## src/verilog/simd_fp_exc_pkg.sv

```systemverilog
// Shared constants and carriers of the SIMD floating-point
// pre-computation exception unit.
// Assumes a single core clock and a plain register port.
package simd_fp_exc_pkg;

	// ************************************************
	// Register map and field positions
	// ************************************************
	localparam logic [3:0] CSR_ADDR = 4'h0;
	localparam logic [3:0] OS_CTRL_ADDR = 4'h4;
	localparam int INV_FLAG_BIT = 0;
	localparam int DEN_FLAG_BIT = 1;
	localparam int DZ_FLAG_BIT = 2;
	localparam int DAZ_BIT = 6;
	localparam int INV_MASK_BIT = 7;
	localparam int DEN_MASK_BIT = 8;
	localparam int DZ_MASK_BIT = 9;
	localparam int FTZ_BIT = 15;
	localparam int OS_SUPPORT_BIT = 10;
	localparam logic [31:0] CSR_WMASK = 32'h0000_83C7;
	localparam logic [31:0] CSR_RESET = 32'h0000_0380;
	localparam logic OS_SUPPORT_RESET = 1'b0;

	// ************************************************
	// Encodings of special values
	// ************************************************
	localparam logic [31:0] SGL_INDEF = 32'hFFC0_0000;
	localparam logic [63:0] DBL_INDEF = 64'hFFF8_0000_0000_0000;
	localparam logic [31:0] INT_INDEF = 32'h8000_0000;
	localparam logic [31:0] SGL_INF = 32'h7F80_0000;
	localparam logic [63:0] DBL_INF = 64'h7FF0_0000_0000_0000;
	localparam logic [63:0] SGL_QUIET = 64'h0000_0000_0040_0000;
	localparam logic [63:0] DBL_QUIET = 64'h0008_0000_0000_0000;
	localparam logic [10:0] SGL_INT_EXP = 11'h09E;
	localparam logic [10:0] DBL_INT_EXP = 11'h41E;
	localparam logic [2:0] UNORD_FLAGS = 3'h7;

	// ************************************************
	// Types
	// ************************************************
	typedef enum logic [3:0] {OP_ADD, OP_SUB, OP_ADDSUB, OP_MUL, OP_DIV, OP_SQRT, OP_MAX, OP_MIN,
		OP_CMP, OP_COMI, OP_CVT_FP, OP_CVT_INT, OP_CVT_FROM_INT, OP_APPROX} op_t;
	typedef enum logic [2:0] {P_EQ, P_LT, P_LE, P_UNORD, P_NEQ, P_NLT, P_NLE, P_ORD} cmp_pred_t;

	typedef struct packed {
		op_t op;
		cmp_pred_t pred;
		logic dbl;
		logic scalar;
		logic [127:0] src1;
		logic [127:0] src2;
	} req_t;

	typedef struct packed {
		logic valid;
		logic dest_we;
		logic [3:0] lane_dflt;
		logic [127:0] value;
		logic cflags_we;
		logic [2:0] cflags;
		logic proceed;
		logic [127:0] opnd1;
		logic [127:0] opnd2;
		logic simd_fp_fault;
		logic illegal_opcode_fault;
	} resp_t;

	typedef struct packed {
		logic [31:0] simd_fp_ctrl_status_reg;
		logic os_simd_fault_support;
		logic [31:0] rdata;
		resp_t resp;
	} state_t;

	typedef struct packed {
		logic sign;
		logic nan;
		logic snan;
		logic inf;
		logic zero;
		logic den;
		logic man_zero;
		logic [10:0] exp;
	} fp_class_t;

endpackage : simd_fp_exc_pkg

```

## src/verilog/simd_fp_precompute_exceptions.sv

```systemverilog
// Pre-computation exception unit: invalid, denormal, divide-by-zero.
// Assumes the decoder presents one request per cycle on the core clock
// and software reaches the control/status word over a plain port.
//
// Local design decisions: the register addresses and strobed register access.
`timescale 1ns/1ps
module simd_fp_precompute_exceptions
	import simd_fp_exc_pkg::*;
(
	// Clock and reset
	input wire logic ref_clk_i,
	input wire logic rst_n_i,
	// Register port
	input wire logic [3:0] reg_addr_i,
	input wire logic [31:0] reg_wdata_i,
	input wire logic reg_we_i,
	input wire logic reg_re_i,
	output logic [31:0] reg_rdata_o,
	// Operation request and answer
	input wire logic req_valid_i,
	input wire req_t req_i,
	output resp_t resp_o
);

	// ************************************************
	// Helpers
	// ************************************************
	// Classify one lane; single lanes sit in the low word
	function automatic fp_class_t classify(input logic [63:0] v, input logic dbl);
		fp_class_t c;
		logic emax;
		logic ez;
		logic qb;
		c.sign = dbl ? v[63] : v[31];
		c.exp = dbl ? v[62:52] : {3'h0, v[30:23]};
		emax = dbl ? &v[62:52] : &v[30:23];
		ez = dbl ? ~|v[62:52] : ~|v[30:23];
		c.man_zero = dbl ? ~|v[51:0] : ~|v[22:0];
		qb = dbl ? v[51] : v[22];
		c.nan = emax & !c.man_zero;
		c.snan = c.nan & !qb;
		c.inf = emax & c.man_zero;
		c.zero = ez & c.man_zero;
		c.den = ez & !c.man_zero;
		return c;
	endfunction : classify

	// Setting the top mantissa bit turns a signaling NaN quiet, payload kept
	function automatic logic [63:0] quiet(input logic [63:0] v, input logic dbl);
		return v | (dbl ? DBL_QUIET : SGL_QUIET);
	endfunction : quiet

	// ************************************************
	// State
	// ************************************************
	state_t st;
	state_t next_st;
	logic inv_any;
	logic den_any;
	logic dz_any;
	logic raise;
	logic nan0;
	// Per-lane scratch through zb, rewritten for every lane of the loop; then daz, the lane results and csr_w
	fp_class_t ca;
	fp_class_t cb;
	logic [63:0] a;
	logic [63:0] b;
	logic [63:0] dv;
	logic inv;
	logic dz;
	logic den;
	logic dflt;
	logic act;
	logic eff_sub;
	logic za;
	logic zb;
	logic daz;
	logic [127:0] val;
	logic [127:0] o1;
	logic [127:0] o2;
	logic [3:0] lane_dflt;
	logic [31:0] csr_w;

	// ************************************************
	// Per-lane detection and default results
	// ************************************************
	// Lanes are examined in one unrolled loop; scalar forms use lane 0 only
	always_comb begin
		inv_any = 1'b0;
		den_any = 1'b0;
		dz_any = 1'b0;
		nan0 = 1'b0;
		val = '0;
		lane_dflt = '0;
		o1 = req_i.src1;
		o2 = req_i.src2;
		ca = '0;
		cb = '0;
		a = '0;
		b = '0;
		dv = '0;
		inv = 1'b0;
		dz = 1'b0;
		den = 1'b0;
		dflt = 1'b0;
		act = 1'b0;
		eff_sub = 1'b0;
		za = 1'b0;
		zb = 1'b0;
		// Only denormals-are-zero steers detection; flush-to-zero is stored and never read
		daz = st.simd_fp_ctrl_status_reg[DAZ_BIT];
		for (int i = 0; i < 4; i++) begin
			// Ordered compares look at lane 0 only, whatever the scalar bit says
			act = (i == 0) || (!req_i.scalar && req_i.op != OP_COMI && (!req_i.dbl || i < 2));
			a = req_i.dbl ? req_i.src1[64*(i%2)+:64] : {32'h0, req_i.src1[32*i+:32]};
			b = req_i.dbl ? req_i.src2[64*(i%2)+:64] : {32'h0, req_i.src2[32*i+:32]};
			ca = classify(a, req_i.dbl);
			cb = classify(b, req_i.dbl);
			// Denormals read as signed zeros when enabled
			za = ca.zero | (daz & ca.den);
			zb = cb.zero | (daz & cb.den);
			inv = 1'b0;
			dz = 1'b0;
			dflt = 1'b0;
			dv = '0;
			eff_sub = (req_i.op == OP_SUB) || (req_i.op == OP_ADDSUB && (i % 2) == 0);
			case (req_i.op)
				OP_ADD, OP_SUB, OP_ADDSUB, OP_MUL, OP_DIV: begin
					if (ca.snan || cb.snan) begin
						inv = 1'b1;
						dv = quiet(ca.snan ? a : b, req_i.dbl);
					end else if (ca.nan || cb.nan) begin
						inv = 1'b0;
					end else if (req_i.op == OP_MUL) begin
						inv = (ca.inf && zb) || (za && cb.inf);
					end else if (req_i.op == OP_DIV) begin
						inv = (za && zb) || (ca.inf && cb.inf);
						dz = zb && !za && !ca.inf;
					end else begin
						inv = ca.inf && cb.inf && ((ca.sign ^ cb.sign) ^ eff_sub);
					end
					if (inv && !(ca.snan || cb.snan)) begin
						dv = req_i.dbl ? DBL_INDEF : {32'h0, SGL_INDEF};
					end
					if (dz) begin
						dv = req_i.dbl ? (DBL_INF | {ca.sign ^ cb.sign, 63'h0}) :
							{32'h0, SGL_INF | {ca.sign ^ cb.sign, 31'h0}};
					end
					dflt = inv | dz;
				end
				OP_SQRT: begin
					if (ca.snan) begin
						inv = 1'b1;
						dv = quiet(a, req_i.dbl);
					end else if (ca.sign && !za && !ca.nan) begin
						inv = 1'b1;
						dv = req_i.dbl ? DBL_INDEF : {32'h0, SGL_INDEF};
					end
					dflt = inv;
				end
				OP_MAX, OP_MIN: begin
					inv = ca.nan || cb.nan;
					dv = b;
					dflt = inv;
				end
				OP_CMP: begin
					// Quiet NaNs fault only for the relational predicates
					inv = ca.snan || cb.snan || ((ca.nan || cb.nan) && (req_i.pred == P_LT ||
						req_i.pred == P_LE || req_i.pred == P_NLT || req_i.pred == P_NLE));
					dflt = ca.nan || cb.nan;
					dv = (req_i.pred == P_NEQ || req_i.pred == P_UNORD || req_i.pred == P_NLT ||
						req_i.pred == P_NLE) ? '1 : '0;
				end
				OP_COMI: begin
					inv = ca.nan || cb.nan;
				end
				OP_CVT_FP: begin
					inv = ca.snan;
					dv = quiet(a, req_i.dbl);
					dflt = inv;
				end
				OP_CVT_INT: begin
					// Exactly the most negative integer still fits
					inv = ca.nan || ca.inf || (ca.exp >= (req_i.dbl ? DBL_INT_EXP : SGL_INT_EXP) &&
						!(ca.sign && ca.man_zero && ca.exp == (req_i.dbl ? DBL_INT_EXP : SGL_INT_EXP)));
					dv = {32'h0, INT_INDEF};
					dflt = inv;
				end
				default: begin
					inv = 1'b0;
				end
			endcase
			// Denormal check; integer conversions and approximations are exempt
			case (req_i.op)
				OP_CVT_INT, OP_CVT_FROM_INT, OP_APPROX: den = 1'b0;
				OP_SQRT, OP_CVT_FP: den = ca.den && !daz;
				default: den = (ca.den || cb.den) && !daz;
			endcase
			if (i == 0) begin
				nan0 = ca.nan || cb.nan;
			end
			if (act) begin
				// Packed flags are the OR of every active lane
				inv_any = inv_any | inv;
				den_any = den_any | den;
				dz_any = dz_any | dz;
				lane_dflt[i] = dflt;
				if (req_i.dbl) begin
					val[64*(i%2)+:64] = dflt ? dv : 64'h0;
					if (daz && ca.den) o1[64*(i%2)+:64] = {a[63], 63'h0};
					if (daz && cb.den) o2[64*(i%2)+:64] = {b[63], 63'h0};
				end else begin
					val[32*i+:32] = dflt ? dv[31:0] : 32'h0;
					if (daz && ca.den) o1[32*i+:32] = {a[31], 31'h0};
					if (daz && cb.den) o2[32*i+:32] = {b[31], 31'h0};
				end
			end
		end
		// Any unmasked condition stops the instruction
		raise = (inv_any && !st.simd_fp_ctrl_status_reg[INV_MASK_BIT]) ||
			(den_any && !st.simd_fp_ctrl_status_reg[DEN_MASK_BIT]) ||
			(dz_any && !st.simd_fp_ctrl_status_reg[DZ_MASK_BIT]);
	end

	// ************************************************
	// Next state: registers, flags and the answer
	// ************************************************
	// Detection sets flags after the software write, so a set is never lost
	always_comb begin
		csr_w = st.simd_fp_ctrl_status_reg;
		next_st = st;
		next_st.rdata = '0;
		next_st.resp.valid = 1'b0;
		next_st.resp.dest_we = 1'b0;
		next_st.resp.cflags_we = 1'b0;
		next_st.resp.proceed = 1'b0;
		next_st.resp.simd_fp_fault = 1'b0;
		next_st.resp.illegal_opcode_fault = 1'b0;
		// Reads return zero for unmapped addresses and reserved bits
		if (reg_re_i) begin
			case (reg_addr_i)
				CSR_ADDR: next_st.rdata = st.simd_fp_ctrl_status_reg;
				OS_CTRL_ADDR: next_st.rdata = 32'(st.os_simd_fault_support) << OS_SUPPORT_BIT;
				default: next_st.rdata = '0;
			endcase
		end
		if (reg_we_i && reg_addr_i == CSR_ADDR) begin
			csr_w = reg_wdata_i & CSR_WMASK;
		end
		// Only the OS support bit of that word is kept
		if (reg_we_i && reg_addr_i == OS_CTRL_ADDR) begin
			next_st.os_simd_fault_support = reg_wdata_i[OS_SUPPORT_BIT];
		end
		if (req_valid_i) begin
			csr_w[INV_FLAG_BIT] = csr_w[INV_FLAG_BIT] | inv_any;
			csr_w[DEN_FLAG_BIT] = csr_w[DEN_FLAG_BIT] | den_any;
			csr_w[DZ_FLAG_BIT] = csr_w[DZ_FLAG_BIT] | dz_any;
			// The answer comes with the instruction, one cycle after it
			next_st.resp.valid = 1'b1;
			next_st.resp.lane_dflt = raise ? 4'h0 : lane_dflt;
			next_st.resp.value = raise ? 128'h0 : val;
			next_st.resp.opnd1 = o1;
			next_st.resp.opnd2 = o2;
			next_st.resp.proceed = !raise;
			next_st.resp.dest_we = !raise && (|lane_dflt);
			next_st.resp.cflags_we = !raise && req_i.op == OP_COMI && nan0;
			next_st.resp.cflags = UNORD_FLAGS;
			next_st.resp.simd_fp_fault = raise && st.os_simd_fault_support;
			next_st.resp.illegal_opcode_fault = raise && !st.os_simd_fault_support;
		end
		next_st.simd_fp_ctrl_status_reg = csr_w;
	end

	// Masks come up set so defaults are produced from reset
	always_ff @(posedge ref_clk_i or negedge rst_n_i) begin
		if (!rst_n_i) begin
			st <= '0;
			st.simd_fp_ctrl_status_reg <= CSR_RESET;
			st.os_simd_fault_support <= OS_SUPPORT_RESET;
		end else begin
			st <= next_st;
		end
	end

	assign reg_rdata_o = st.rdata;
	assign resp_o = st.resp;
endmodule : simd_fp_precompute_exceptions

```

## config.mk

```make
export PLATFORM = sky130hd
export DESIGN_NAME = simd_fp_precompute_exceptions
export DESIGN_NICKNAME = d
export VERILOG_FILES = /design/src/verilog/simd_fp_exc_pkg.sv /design/src/verilog/simd_fp_precompute_exceptions.sv
export SDC_FILE = /design/constraint.sdc
export NUM_CORES = 2
export LEC_CHECK = 0
export ABC_AREA = 0
export BUFFER_PORTS_ARGS = -buffer_cell sky130_fd_sc_hd__buf_2
export CAP_MARGIN = 0
export CORE_AREA = 2 2 287 289
export DETAILED_ROUTE_END_ITERATION = 16
export DIE_AREA = 0 0 289 291
export PLACE_DENSITY = 0.6
export SETUP_SLACK_MARGIN = 0.4
export SLEW_MARGIN = 10
export SYNTH_ARGS = -nofsm -noshare
export SYNTH_HDL_FRONTEND = slang
export SYNTH_SLANG_ARGS = --single-unit
export TNS_END_PERCENT = 1
```

## constraint.sdc

```tcl
create_clock -name ref_clk_i -period 4.2 [get_ports ref_clk_i]
set_clock_uncertainty 0.05 [all_clocks]
set_input_delay 0.42 -clock ref_clk_i [delete_from_list [all_inputs] [get_ports ref_clk_i]]
set_output_delay 0.42 -clock ref_clk_i [all_outputs]
set_load 0.01 [all_outputs]
```

==> flow_metrics.env <==
export IMPL_fillers=7898
export IMPL_ir_worst_vdd_mv=0.292
export IMPL_port_buffers=688
export IMPL_max_slew_margin_pct=22.9
export IMPL_htreeDepth=2
export IMPL_pre_cts_ws_ns=-0.528
export IMPL_register_area_um2=10300
export IMPL_synth_flop_cell="dfrtp_1"
export IMPL_drive_gt1_share_pct=39.8
export IMPL_clk_path_buf_depth=3
export IMPL_drt_first_iter_violations=3907
export IMPL_yosys_area_share_simple_pct=12.5
export IMPL_yosysUniqueCellTypes=106
export IMPL_track_usage_pct=38.3
export IMPL_dp_hpwl_um=129000
export IMPL_place_gp_congestion=1.08
export IMPL_fmaxAchievable_mhz=259
export IMPL_ys_async_sr_fraction_pct=100
export IMPL_rr_worst_depth=13
export IMPL_die_area_um2=84100
export IMPL_clkTransAtPathRegs_ns=0.06
export IMPL_synth_seq_cells=413
export IMPL_min_path_cells=2
export IMPL_reg2reg_slack_ns=0.55
export IMPL_areaGrowthSynthToFinish_pct=26.6
export IMPL_hold_end="resp_o[112]"
export IMPL_finalCritPeriodShare_pct=91.8
export IMPL_powerDensity_nw_per_um2=311
export IMPL_antenna_found_initial=19
export IMPL_synth_area_per_cell_um2=9.15
export IMPL_via_count=32300
export IMPL_wl_per_cell_um=32.6
export IMPL_synth_top_family_by_area="compound AO/OA/AOI/OAI gates"
export IMPL_outcome="complete, no violations"
export IMPL_cts_tree="yes"
export IMPL_die_h_um=291
export IMPL_synth_xor_area_share_pct=0.145
export IMPL_nets=4340
export IMPL_yosys_warnings=0
export IMPL_worst_slack_ns=0.344
export IMPL_synthMuxAreaShare_pct=10.7
export IMPL_grt_pass1_vias=31200
export IMPL_synth_compound_area_share_pct=27.2
export IMPL_worst_slew_pin_slew_ns=1.15
export IMPL_finalWorstPathRequiredPeriod_ns=3.86
export IMPL_critPathCaptureType="flop"
export IMPL_viasPerCell=6.27
export IMPL_synth_fa_ha_area_share_pct=0.166
export IMPL_setup_violations=0
export IMPL_synth_area_um2=30200
export IMPL_synth_edf_count=0
export IMPL_start_util_pct=37.2
export IMPL_rsz0062_at_grt="yes"
export IMPL_drt_wl_total_um=168000
export IMPL_worstSkewPairLatency_ns=0.62
export IMPL_coreArea_um2=81200
export IMPL_yosys_area_top_type="dfrtp_1"
export IMPL_critical_path_required_ns=4.65
export IMPL_dp_cells=5034
export IMPL_drc=0
export IMPL_overflow=0
export IMPL_numCtsBuffers=49
export IMPL_hold_class="input pin to flop"
export IMPL_synth_top_area_share_pct=34.0
export IMPL_synth_common_cells="buf_4, dfrtp_1, nand2_1, a22o_1, a21oi_1"
export IMPL_multiInputGateArea_um2=15700
export IMPL_synthCells=3303
export IMPL_crit_fanout=23
export IMPL_die_x_um=289
export IMPL_grt_pass1_wl_um=232000
export IMPL_ys_seq_area_share_pct=34.2
export IMPL_max_cap_violations=0
export IMPL_whs_ns=0.0461
export IMPL_hold_viol=0
export IMPL_p_leak_nw=18.3
export IMPL_wl_met2_um=75300
export IMPL_grt_max_degree=128
export IMPL_synth_area_top_cells="dfrtp_1, buf_4, a22o_1"
export IMPL_dr_pass1_iters=7
export IMPL_dr_wl_met3_um=16900
export IMPL_r2r_end="resp_o[324]"
export IMPL_cp_start_kind="input pin"
export IMPL_fin_setup_tns_ns=0
export IMPL_synth_most_common_cell="buf_4"
export IMPL_ant_nets=0
export IMPL_maxSlewViolCount=0
export IMPL_root_buffer="clkbuf_16"
export IMPL_rows=105
export IMPL_wl_met1_um=63400
export IMPL_reg2reg_from="daz"
export IMPL_min_delay_start="req_i[110]"
export IMPL_pin_count=735
export IMPL_worstSetupPathType="input pin to flop"
export IMPL_clock_sinks=413
export IMPL_arrival_ns=4.30
export IMPL_routed_top_layer="met5"
export IMPL_instances_no_fill=5150
## per-layer routing
layer,vias up,track usage [%]
met3,554,9.57
met2,2143,59.8
met5,-,0
met4,10,23.7
li1,13600,-
met1,16000,47.2
## power breakdown
group	total [W]	switching, W	internal (W)
clock	0.00468	0.00191	0.00277
combinational	0.00280	0.00173	0.00106
sequential	0.00441	0.000164	0.00424
## cell usage in the layout, fill, tap and decap left out, drive strengths merged, types with 12 or more instances in the layout
master and count:
a221oi 45, nand4 23, a31oi 37, mux4 17, mux2i 180, nand2 278, dfrtp 410, and3 13
nor4 64, conb 23, clkbuf 62, o22ai 60, a22oi 45, o21ai 104, nor2b 15, nand3 83
a22o 234, o31ai 21, nor4b 12, o221ai 59, or4 12, diode 14, o2bb2ai 108, o211ai 13
inv 56, mux2 94, nor2 117, o21a 12, dlygate4sd3 13, a221o 40, buf 1327, nor3 59
a21oi 214, and2 18
## layout make-up
cell class / count / area share [%]
multi-input combinational: 2172 / 41.0
sequential: 413 / 27.0
timing repair buffer: 1340 / 23.3
clock buffer: 62 / 3.62
tap: 1070 / 3.50
clock inverter: 25 / 0.935
inverter: 54 / 0.549
antenna: 14 / 0.0916
## sequential cells by signal, summed over array words and instances (netlist names)
| name | cells |
|---|---|
| resp_o | 395 |
| st | 8 |
| daz | 1 |
| reg_rdata_o | 9 |
## worst max path at each step
stage	from	to	slack, ns	cells past startpoint
floorplan	req_i[215]	resp_o[386]	0.41	14
global placement	req_i[257]	st[430]	-0.58	15
detailed placement	req_i[257]	st[430]	-0.53	15
CTS	req_i[257]	resp_o[325]	0.36	16
global route	req_i[257]	resp_o[310]	0.32	19
finish	req_i[257]	resp_o[324]	0.34	16
## per-stage QoR
| step | utilization, % | area (µm²) | power, W |
|---|---|---|---|
| 3_5_place_dp | 44.5 | 36100 | 0.00716 |
| 2_1_floorplan | - | 30300 | 0.00588 |
| 4_1_cts | 46.9 | 38000 | 0.0119 |
| 5_1_grt | 47.1 | 38200 | 0.0122 |
| 3_3_place_gp | 44.5 | 36100 | 0.00715 |
| 6_report | 47.1 | 38300 | 0.0119 |
## critical path: stages
cell,delay (ns)
buf_12,0.20
mux2_2,0.39
or4_4,0.58
o41ai_4,0.40
buf_4,0.21
a21boi_2,0.06
buf_4,0.14
nand2_1,0.09
nand2_1,0.11
buf_4,0.18
a221oi_1,0.35
o21ai_0,0.17
buf_4,0.24
a221oi_1,0.41
a2bb2oi_1,0.24
o2bb2ai_1,0.08
## cells by family after synthesis
family / count (synthesis)
adder cells (fa/ha/maj): 4
AND/OR/NAND/NOR: 756
flip-flops: 413
buffers and inverters: 740
AO/OA/AOI/OAI: 1093
XOR/XNOR: 5
multiplexers: 291
other: 1
## what timing repair did
action,in CTS,in global routing
gates resized for setup,7,29
pin swaps,1,5
hold buffers,13,0
hold endpoints to repair,84,0
setup buffers,0,2
endpoints found under the setup margin,121,137
No activity file was read; power rests on OpenSTA's default activity.
